## src/arb_pkg.sv

```systemverilog
// Constants and types for the stand-alone arbitration and reset block
package arb_pkg;
  localparam logic [7:0] CTRL_ADDR      = 8'h00;
  localparam logic [7:0] STATUS_ADDR    = 8'h04;
  localparam int         SEP_USB_BIT    = 7;
  localparam logic [7:0] CTRL_RESET     = 8'h00;
  localparam logic [1:0] RESP_OKAY      = 2'b00;
  localparam logic [1:0] RESP_SLVERR    = 2'b10;
  localparam int         CLK_PERIOD_NS  = 40;
  localparam int         RESET_HOLD_NS  = 1000000;
  // Least time, so round up
  localparam int         RESET_HOLD_CYCLES =
    (RESET_HOLD_NS + CLK_PERIOD_NS - 1) / CLK_PERIOD_NS;
  localparam logic [1:0] MAX_SERVES     = 2'd3;
  localparam int         NUM_MASTERS    = 5;
  localparam int         USB_IDX        = 2;
  typedef enum logic [2:0] {
    ST_BRIDGE,
    ST_REVOKE,
    ST_SAMPLE,
    ST_BUSY,
    ST_SERVE
  } arb_state_t;
endpackage

```

## src/standalone_pci_arbitration_reset.sv

```systemverilog
// PCI arbitration options, bridge grant/busy handshake and reset sequencing
//
// Register access over AXI4-Lite and the register offsets are this design's own decisions.
`timescale 1ns/10ps
// What this block does
// - Strap low disables internal arbiter, repurposes pins
// - External mode: request bus for DMA, IDE, USB
// - Grant without pending request means bus parking
// - Control bit moves USB to secondary pair
// - RTC square wave out only when arbiter disabled
// - Internal arbiter parks grant on the bridge
// - Revoke: drive deasserted one clock, then release
// - No busy seen: grant highest priority requester
// - While bridge busy, grant no other master
// - At most three requests served before bridge regrant
// - Split strap low: separate grant and busy
// - Power-good low resets logic, CPU, PCI per strap
// - Hold CPU and PCI reset 1 ms after power-good
// - Strap low latched: PCI reset becomes input
// - External PCI reset resets logic, inverted to CPU
module standalone_pci_arbitration_reset #(
  parameter int unsigned RESET_HOLD = arb_pkg::RESET_HOLD_CYCLES
) (
  input  wire logic       aclk,
  input  wire logic       aresetn,
  input  wire logic [7:0] awaddr,
  input  wire logic       awvalid,
  output logic            awready,
  input  wire logic [31:0] wdata,
  input  wire logic [3:0] wstrb,
  input  wire logic       wvalid,
  output logic            wready,
  output logic [1:0]      bresp,
  output logic            bvalid,
  input  wire logic       bready,
  input  wire logic [7:0] araddr,
  input  wire logic       arvalid,
  output logic            arready,
  output logic [31:0]     rdata,
  output logic [1:0]      rresp,
  output logic            rvalid,
  input  wire logic       rready,
  input  wire logic       arbiter_disable_strap,
  input  wire logic       grant_busy_split_strap,
  input  wire logic       reset_source_strap,
  input  wire logic       power_good,
  input  wire logic       pci_reset_line_in,
  output logic            pci_reset_line_out,
  output logic            pci_reset_line_oe,
  output logic            cpu_reset_out,
  output logic            logic_reset,
  output logic            isa_reset,
  input  wire logic       dma_request,
  input  wire logic       ide_request,
  input  wire logic       usb_request,
  input  wire logic [1:0] master_request,
  output logic            dma_grant,
  output logic            ide_grant,
  output logic            usb_grant,
  output logic [1:0]      master_grant,
  output logic            primary_bus_request,
  input  wire logic       primary_bus_grant,
  output logic            secondary_bus_request,
  input  wire logic       secondary_bus_grant,
  output logic            bus_parked,
  input  wire logic       combined_grant_busy_in,
  output logic            combined_grant_busy_out,
  output logic            combined_grant_busy_oe,
  output logic            bridge_grant,
  input  wire logic       bridge_busy,
  input  wire logic       rtc_square_in,
  output logic            rtc_square_out,
  output logic            rtc_square_oe
);
  import arb_pkg::*;

  logic                   arb_off;
  logic                   split;
  logic                   ext_mode;
  logic [31:0]            hold_cnt;
  logic                   hold_done;
  logic                   rst_arb;
  logic [7:0]             ctrl;
  logic                   sep;
  logic [NUM_MASTERS-1:0] req;
  logic [NUM_MASTERS-1:0] grant;
  logic [NUM_MASTERS-1:0] next_grant;
  logic [NUM_MASTERS-1:0] ext_grant;
  arb_state_t             state;
  arb_state_t             next_state;
  logic [1:0]             serves;
  logic [1:0]             next_serves;
  logic                   busy_seen;
  logic                   prim_req;
  logic                   aw_held;
  logic                   w_held;
  logic [7:0]             aw_addr_q;
  logic [7:0]             wdata_q;
  logic                   wstrb_q;
  logic                   wr_fire;

  // Lowest index wins: DMA, IDE, USB, then other masters
  function automatic logic [NUM_MASTERS-1:0] pick(input logic [NUM_MASTERS-1:0] r);
    pick = r & (~r + 5'd1);
  endfunction

  function automatic logic mapped(input logic [7:0] a);
    mapped = (a[7:2] == CTRL_ADDR[7:2]) || (a[7:2] == STATUS_ADDR[7:2]);
  endfunction

  assign rst_arb   = !aresetn || logic_reset;
  assign hold_done = hold_cnt >= RESET_HOLD;
  assign sep       = ctrl[SEP_USB_BIT];
  assign req       = {master_request, usb_request, ide_request, dma_request};
  assign prim_req  = dma_request || ide_request || (usb_request && !sep);
  assign busy_seen = split ? bridge_busy : combined_grant_busy_in;
  assign dma_grant    = grant[0];
  assign ide_grant    = grant[1];
  assign usb_grant    = grant[USB_IDX];
  assign master_grant = grant[4:3];

  ////////////////////////////////////////////////////////////////////////////
  // Reset sequencing

  always_ff @(posedge aclk) begin
    if (!aresetn) begin
      hold_cnt           <= '0;
      logic_reset        <= 1'b1;
      isa_reset          <= 1'b1;
      cpu_reset_out      <= 1'b1;
      pci_reset_line_oe  <= 1'b0;
      pci_reset_line_out <= 1'b0;
      ext_mode           <= 1'b0;
      arb_off            <= 1'b0;
      split              <= 1'b0;
    end else if (!power_good) begin
      hold_cnt          <= '0;
      logic_reset       <= 1'b1;
      isa_reset         <= 1'b1;
      cpu_reset_out     <= 1'b1;
      // Last value before power-good rises is the latched one
      pci_reset_line_oe <= reset_source_strap;
      ext_mode          <= !reset_source_strap;
      arb_off           <= !arbiter_disable_strap;
      split             <= !grant_busy_split_strap;
    end else if (!hold_done) begin
      hold_cnt          <= hold_cnt + 32'd1;
      logic_reset       <= 1'b1;
      isa_reset         <= 1'b1;
      cpu_reset_out     <= 1'b1;
      pci_reset_line_oe <= !ext_mode;
    end else begin
      // Agent must hold it long enough for the keyboard core
      logic_reset       <= ext_mode && !pci_reset_line_in;
      isa_reset         <= ext_mode && !pci_reset_line_in;
      cpu_reset_out     <= ext_mode && !pci_reset_line_in;
      pci_reset_line_oe <= 1'b0;
    end
  end

  ////////////////////////////////////////////////////////////////////////////
  // Arbitration

  always_comb begin
    ext_grant = '0;
    if (primary_bus_grant)
      ext_grant = pick({2'b00, usb_request && !sep, ide_request, dma_request});
    if (sep && secondary_bus_grant && usb_request)
      ext_grant[USB_IDX] = 1'b1;
  end

  always_comb begin
    next_state  = state;
    next_grant  = grant;
    next_serves = serves;
    unique case (state)
      ST_BRIDGE: if (|req)
        next_state = ST_REVOKE;
      ST_REVOKE:
        next_state = ST_SAMPLE;
      ST_SAMPLE: begin
        // Bridge answers in this cycle if it keeps the bus
        if (busy_seen) begin
          next_state = ST_BUSY;
        end else if (|req) begin
          next_state  = ST_SERVE;
          next_grant  = pick(req);
          next_serves = 2'd1;
        end else begin
          next_state = ST_BRIDGE;
        end
      end
      ST_BUSY: begin
        // Bus idle not checked after busy drops
        if (!busy_seen) begin
          if (|req) begin
            next_state  = ST_SERVE;
            next_grant  = pick(req);
            next_serves = 2'd1;
          end else begin
            next_state = ST_BRIDGE;
          end
        end
      end
      ST_SERVE: begin
        if (!(|(grant & req))) begin
          if (|req && serves < MAX_SERVES) begin
            next_grant  = pick(req);
            next_serves = serves + 2'd1;
          end else begin
            next_state = ST_BRIDGE;
            next_grant = '0;
          end
        end
      end
    endcase
    if (arb_off) begin
      next_state  = ST_BRIDGE;
      next_serves = '0;
      next_grant  = ext_grant;
    end
  end

  always_ff @(posedge aclk) begin
    if (rst_arb) begin
      state  <= ST_BRIDGE;
      grant  <= '0;
      serves <= '0;
    end else begin
      state  <= next_state;
      grant  <= next_grant;
      serves <= next_serves;
    end
  end

  // Pin drivers follow the next state so they line up with it
  always_ff @(posedge aclk) begin
    if (rst_arb) begin
      combined_grant_busy_out <= 1'b1;
      combined_grant_busy_oe  <= !arb_off && !split;
      bridge_grant            <= !arb_off && split;
      primary_bus_request     <= 1'b0;
      secondary_bus_request   <= 1'b0;
      bus_parked              <= 1'b0;
    end else begin
      combined_grant_busy_out <= next_state == ST_BRIDGE;
      combined_grant_busy_oe  <= !arb_off && !split &&
                                 (next_state == ST_BRIDGE || next_state == ST_REVOKE);
      bridge_grant            <= !arb_off && split && next_state == ST_BRIDGE;
      primary_bus_request     <= arb_off && prim_req;
      secondary_bus_request   <= arb_off && sep && usb_request;
      bus_parked              <= arb_off && primary_bus_grant && !prim_req;
    end
  end

  always_ff @(posedge aclk) begin
    if (!aresetn) begin
      rtc_square_out <= 1'b0;
      rtc_square_oe  <= 1'b0;
    end else begin
      rtc_square_out <= rtc_square_in;
      rtc_square_oe  <= arb_off;
    end
  end

  ////////////////////////////////////////////////////////////////////////////
  // AXI4-Lite slave

  assign wr_fire = aw_held && w_held && !bvalid;

  always_ff @(posedge aclk) begin
    if (!aresetn) begin
      awready   <= 1'b1;
      wready    <= 1'b1;
      aw_held   <= 1'b0;
      w_held    <= 1'b0;
      bvalid    <= 1'b0;
      bresp     <= RESP_OKAY;
      aw_addr_q <= '0;
      wdata_q   <= '0;
      wstrb_q   <= 1'b0;
    end else begin
      if (awvalid && awready) begin
        aw_held   <= 1'b1;
        awready   <= 1'b0;
        aw_addr_q <= awaddr;
      end
      if (wvalid && wready) begin
        w_held  <= 1'b1;
        wready  <= 1'b0;
        wdata_q <= wdata[7:0];
        wstrb_q <= wstrb[0];
      end
      if (wr_fire) begin
        bvalid <= 1'b1;
        bresp  <= mapped(aw_addr_q) ? RESP_OKAY : RESP_SLVERR;
      end else if (bvalid && bready) begin
        bvalid  <= 1'b0;
        aw_held <= 1'b0;
        w_held  <= 1'b0;
        awready <= 1'b1;
        wready  <= 1'b1;
      end
    end
  end

  always_ff @(posedge aclk) begin
    if (rst_arb)
      ctrl <= CTRL_RESET;
    else if (wr_fire && wstrb_q && aw_addr_q[7:2] == CTRL_ADDR[7:2])
      ctrl <= wdata_q;
  end

  always_ff @(posedge aclk) begin
    if (!aresetn) begin
      arready <= 1'b1;
      rvalid  <= 1'b0;
      rdata   <= '0;
      rresp   <= RESP_OKAY;
    end else if (arvalid && arready) begin
      arready <= 1'b0;
      rvalid  <= 1'b1;
      rresp   <= mapped(araddr) ? RESP_OKAY : RESP_SLVERR;
      if (araddr[7:2] == CTRL_ADDR[7:2])
        rdata <= {24'h000000, ctrl};
      else if (araddr[7:2] == STATUS_ADDR[7:2])
        rdata <= {16'h0000, grant, 1'b0, serves, 1'b0, state,
                  cpu_reset_out, ext_mode, split, arb_off};
      else
        rdata <= '0;
    end else if (rvalid && rready) begin
      rvalid  <= 1'b0;
      arready <= 1'b1;
    end
  end
endmodule

```

## config.mk

```make
export PLATFORM = sky130hd
export DESIGN_NAME = standalone_pci_arbitration_reset
export DESIGN_NICKNAME = d
export VERILOG_FILES = /design/src/arb_pkg.sv /design/src/standalone_pci_arbitration_reset.sv
export SDC_FILE = /design/constraint.sdc
export NUM_CORES = 1
export LEC_CHECK = 0
export BUFFER_PORTS_ARGS = -buffer_cell sky130_fd_sc_hd__buf_4
export CAP_MARGIN = 20
export CORE_UTILIZATION = 51
export CTS_CLUSTER_SIZE = 12
export DETAILED_ROUTE_END_ITERATION = 6
export GPL_ROUTABILITY_DRIVEN = 0
export GPL_TIMING_DRIVEN = 0
export PLACE_DENSITY = 0.9
export SETUP_SLACK_MARGIN = 0.15
export SYNTH_ARGS = -nofsm -noshare
export SYNTH_HDL_FRONTEND = slang
export SYNTH_SLANG_ARGS = --single-unit
```

## constraint.sdc

```tcl
create_clock -name aclk -period 2.2 [get_ports aclk]
set_input_delay 0 -clock aclk [delete_from_list [all_inputs] [get_ports aclk]]
set_output_delay 0 -clock aclk [all_outputs]
set_load 0.01 [all_outputs]
```

# After elaboration in Yosys (flattened, before gate mapping)
# Index checks and enable logic that the tools add are counted.
# word_totals
ff_bits	123
input_bits	74
output_inout_bits	59
elab_cells	160
# classes
add_sub_neg	4
magnitude_cmp	2
eq_ne	14
n_mux	48
n_bitwise	5
n_reduce_logical	56
# ops
operator	n
$add A32 B1 Y32 const B	1
$ge A32 B15 Y1 const B	1
$mux W16	2
$mux W5	6
$mux W1	24
$logic_and A1 B1 Y1	23
$mux W3	7
$pmux W3 S5	1
$eq A6 B1 Y1 const B	2
$logic_not A6 Y1	2
$mux W2	6
$logic_not A1 Y1	11
$add A5 B1 Y5 const B	2
$and A5 B5 Y5	2
$pmux W5 S2	1
$reduce_or A5 Y1	2
$eq A3 B1 Y1 const B	2
$eq A3 B2 Y1 const B	2
$logic_not A3 Y1	2
$logic_or A1 B1 Y1	6
$ne A2 B2 Y1 const B	3
$ne A3 B3 Y1 const B	2
$reduce_bool A2 Y1	3
$and A3 B5 Y5	1
other kinds (14)	15

# Longest topological paths before layout
# depth
ltp_word	10
ltp_mapped	7

# Worst setup path before layout
# Ideal clock, no wire load.
# synth_timing
kind	register to register
start	register hold_cnt[30]
end	register hold_cnt[11]
setup_time_ns	0.116
arrival_ns	1.531
t_required_ns	2.084
setup_slack_ns	0.553
stages_incl_launch_ff	7
cell_sequence	dfxtp_1 -> nor4_1 -> nand4_1 -> a211oi_2 -> buf_6 -> a31oi_1 -> a41o_1
# synth_via
elab_chain_len	1
# synth_rtl
item	line	text
start: declaration	standalone_pci_arbitration_reset.sv:80	logic [31:0] hold_cnt;
start signal: assignment	standalone_pci_arbitration_reset.sv:147	hold_cnt <= hold_cnt + 32'd1;
$ge A32 B15 Y1	standalone_pci_arbitration_reset.sv:112	assign hold_done = hold_cnt >= RESET_HOLD;
# No other way between the ends.
# A chain may end at the register's enable or synchronous reset.

# Final worst setup path
# layout_timing
start	register hold_cnt[24]
end	register hold_cnt[11]
# Same word-level chain as after synthesis.

==> key figures <==
Clock network
  – Clk pin slew, worst setup/hold paths: 0.08 ns
  – Clock Root Buffer: clkbuf_8
  – Clock latency on the worst-skew pair: 0.36 ns
  – Clock sinks: 102
  – Worst-case clock buffer depth: 2
  – CTS tree: built
  – Htree depth: 3
  – Num CTS Buffers: 9

Synth
  – Synth Register Bits: 102
  – Ys flop type: dfxtp_1
  – Avg Inst Size Synth: 9.03 sq um
  – Mapped Cells: 478
  – Post-Syn Area: 4310 sq um
  – Post-synth EDFFs: 0
  – Seq/Total Area, Yosys: 47.3%
  – Async set-reset flop share out of synthesis: 0%
  – Netlist cell types: 58
  – Synth Warn #: 0

Final layout
  – Layout Utilization: 68.9%
  – Most frequent cells in the layout: 102 x buf_4, 102 x dfxtp_1, 51 x nand2_1, 44 x nor2_1, 35 x dlygate4sd3_1
  – Final net count: 698
  – Layout cell share with drive strength beyond 1: 22.1%
  – Post-Layout Inst Area: 5660 sq um
  – Layout area overhead: 31.1%
  – N_diodes: 0

Placed design
  – Port-buffer cells: 78
  – Final HPWL DP: 7370 microns
  – Placed cell areas: 5100 sq um

Timing
  – Final setup viols: 0
  – Fmax: 0.527 GHz
  – RSZ-0062 raised after global routing: false
  – TNS Setup: 0 ns
  – Period minus WS final: 1.90 ns
  – Hold_ws: 0.0306 ns
  – Clk_skew: 0.00735 ns
  – Final worst-path cycle share: 86.3%
  – Least-Margin Pin Slew: 0.658 ns
  – Worst relative slew slack: 55.7%
  – Final count of hold timing violations: 0
  – Fin. max-slew vios: 0

Run status
  – Status: complete, no violations

Floorplan
  – Die ar.: 8830 sq um
  – CORE AREA: 8220 sq um
  – Num rows: 33
  – Initial Utilization: 52.5%
  – # IOs: 133
  – Die W: 94.0 microns
  – Die Ht: 94.0 microns

Global route
  – Initial antenna violation count: 0
  – GRT Resource Usage Total: 25.4%
  – Global-route wire length before repair: 17,300 microns
  – Remaining global-route overflow: 0
  – Number of global-route vias before repair: 3,755
  – Largest net degree at the start of global routing: 15

Drt
  – DRC Markers: 0
  – Final ANT Viol Nets: 0
  – Total routed wirelength: 11,400 microns
  – DRT iter0 DRCs: 306
  – Metal2 WL: 5650 microns
  – Vias/cell: 5.55
  – Total number of vias: 4,043
  – M1 WL: 4670 microns
  – DR top layer: met4
  – Met3 WL: 793 microns
  – DRT Pass-1 Iters: 6
  – Drt wl/cell: 15.6 microns

Pwr
  – Pleak: 2.41 nW
  – PwrDens: 606 nW/um^2
  – Worst vdd ir: 0.000350 V
  – Total power draw: 3.43 mW

Setup path
  – Critical Path End Type: flip-flop
  – Critical-path cell list: nor4_1 > nand4_1 > a211oi_4 > buf_6 > a31oi_1 > a41o_1
  – Buffers and inverters on the worst path: 1
  – CP Max Fanout: 10
  – WP data arrival: 2.15 ns
  – CP required: 2.46 ns
  – Worst setup SP type: flip-flop
  – Slowest stage delay, CP: 0.43 ns
  – Slowest CP cell: a211oi_4
  – Top cell family by delay on the critical path: compound AO/OA/AOI/OAI gates
  – WS Path Type: reg -> reg

Run
  – Number of max-cap violations: 0

Hold path
  – Worst Hold Class: in -> reg
==> power by group <==
group | switching, mW | internal, mW
clock network | 0.586 | 0.578
registers | 0.0260 | 1.88
logic | 0.175 | 0.181
==> metal layers <==
metal,vias up,track usage [%]
met2,198,42.8
met5,-,0
li1,1924,-
met4,0,11.7
met1,1893,30.6
met3,28,5.66
==> cell type report <==
cell class	count	area (sq um)
buffer	47	293
clock buffer	13	159
clock inverter	1	30.0
fill	571	2560
inverter	12	45.0
multi-input combinational	336	2020
sequential	102	2040
tap	105	131
timing repair buffer	113	936
==> Yosys cell counts, drive strengths merged, types with 3 or more instances <==
library cell | count | area [sq um]
o41ai | 3 | 26.3
nand4 | 9 | 56.3
a21boi | 14 | 105
a211oi | 3 | 27.5
dfxtp | 102 | 2040
or4 | 3 | 22.5
nor3 | 6 | 40.0
mux2 | 8 | 90.1
nand3 | 15 | 75.1
nor2b | 17 | 106
a41o | 4 | 40.0
and2 | 8 | 51.3
nand2 | 51 | 191
nor4 | 4 | 31.3
a22oi | 15 | 113
nor2 | 44 | 165
inv | 11 | 41.3
ha | 3 | 37.5
clkbuf | 17 | 63.8
mux2i | 13 | 130
o21ai | 14 | 70.1
a31oi | 6 | 37.5
a21oi | 18 | 90.1
buf | 30 | 229
and3 | 22 | 138
nand2b | 8 | 50.1
==> registers in the layout, indices dropped and copies added (netlist names), 2 cells and up <==
register / count
wdata_q: 8
state: 3
serves: 2
rdata: 15
grant: 5
aw_addr_q: 6
hold_cnt: 32
ctrl: 8
==> what timing repair did <==
item	CTS	global route
endpoints found under the hold margin	34	0
endpoints found under the setup margin	0	5
resized for setup	0	3
setup buffers	0	0
hold buffers	35	0
==> worst paths after layout <==
kind | cells after the start | slack (ns) | end | start
setup / recovery | 6 | 0.30 | hold_cnt[11] | hold_cnt[24]
hold / removal | 4 | 0.03 | split | power_good
hold reg to reg | 2 | 0.47 | aw_addr_q[4] | aw_addr_q[4]
setup reg to reg | 6 | 0.30 | hold_cnt[11] | hold_cnt[24]
==> tightest hold or removal path, cell delays in order <==
cell and delay (ns):
buf_4 0.13, nor2_1 0.07, a21oi_1 0.11, nor2_1 0.04
==> through the flow <==
step                      instances  setup WS (ns)
after floorplan                 497          0.553
after detailed placement        680          0.258
after CTS                       729          0.248
after global placement          680          0.282
final                           729          0.302
after global routing            729          0.192
==> cell families after synthesis <==
logic type / share of synthesized area [%]
mux: 5.10
fa+ha+maj: 0.870
xor+xnor: 0.406
buf+inv: 7.83
compound gates: 14.8
other cells: 0.0869
simple gates: 23.6
flops: 47.3
Power figures use the tool's default switching activity.
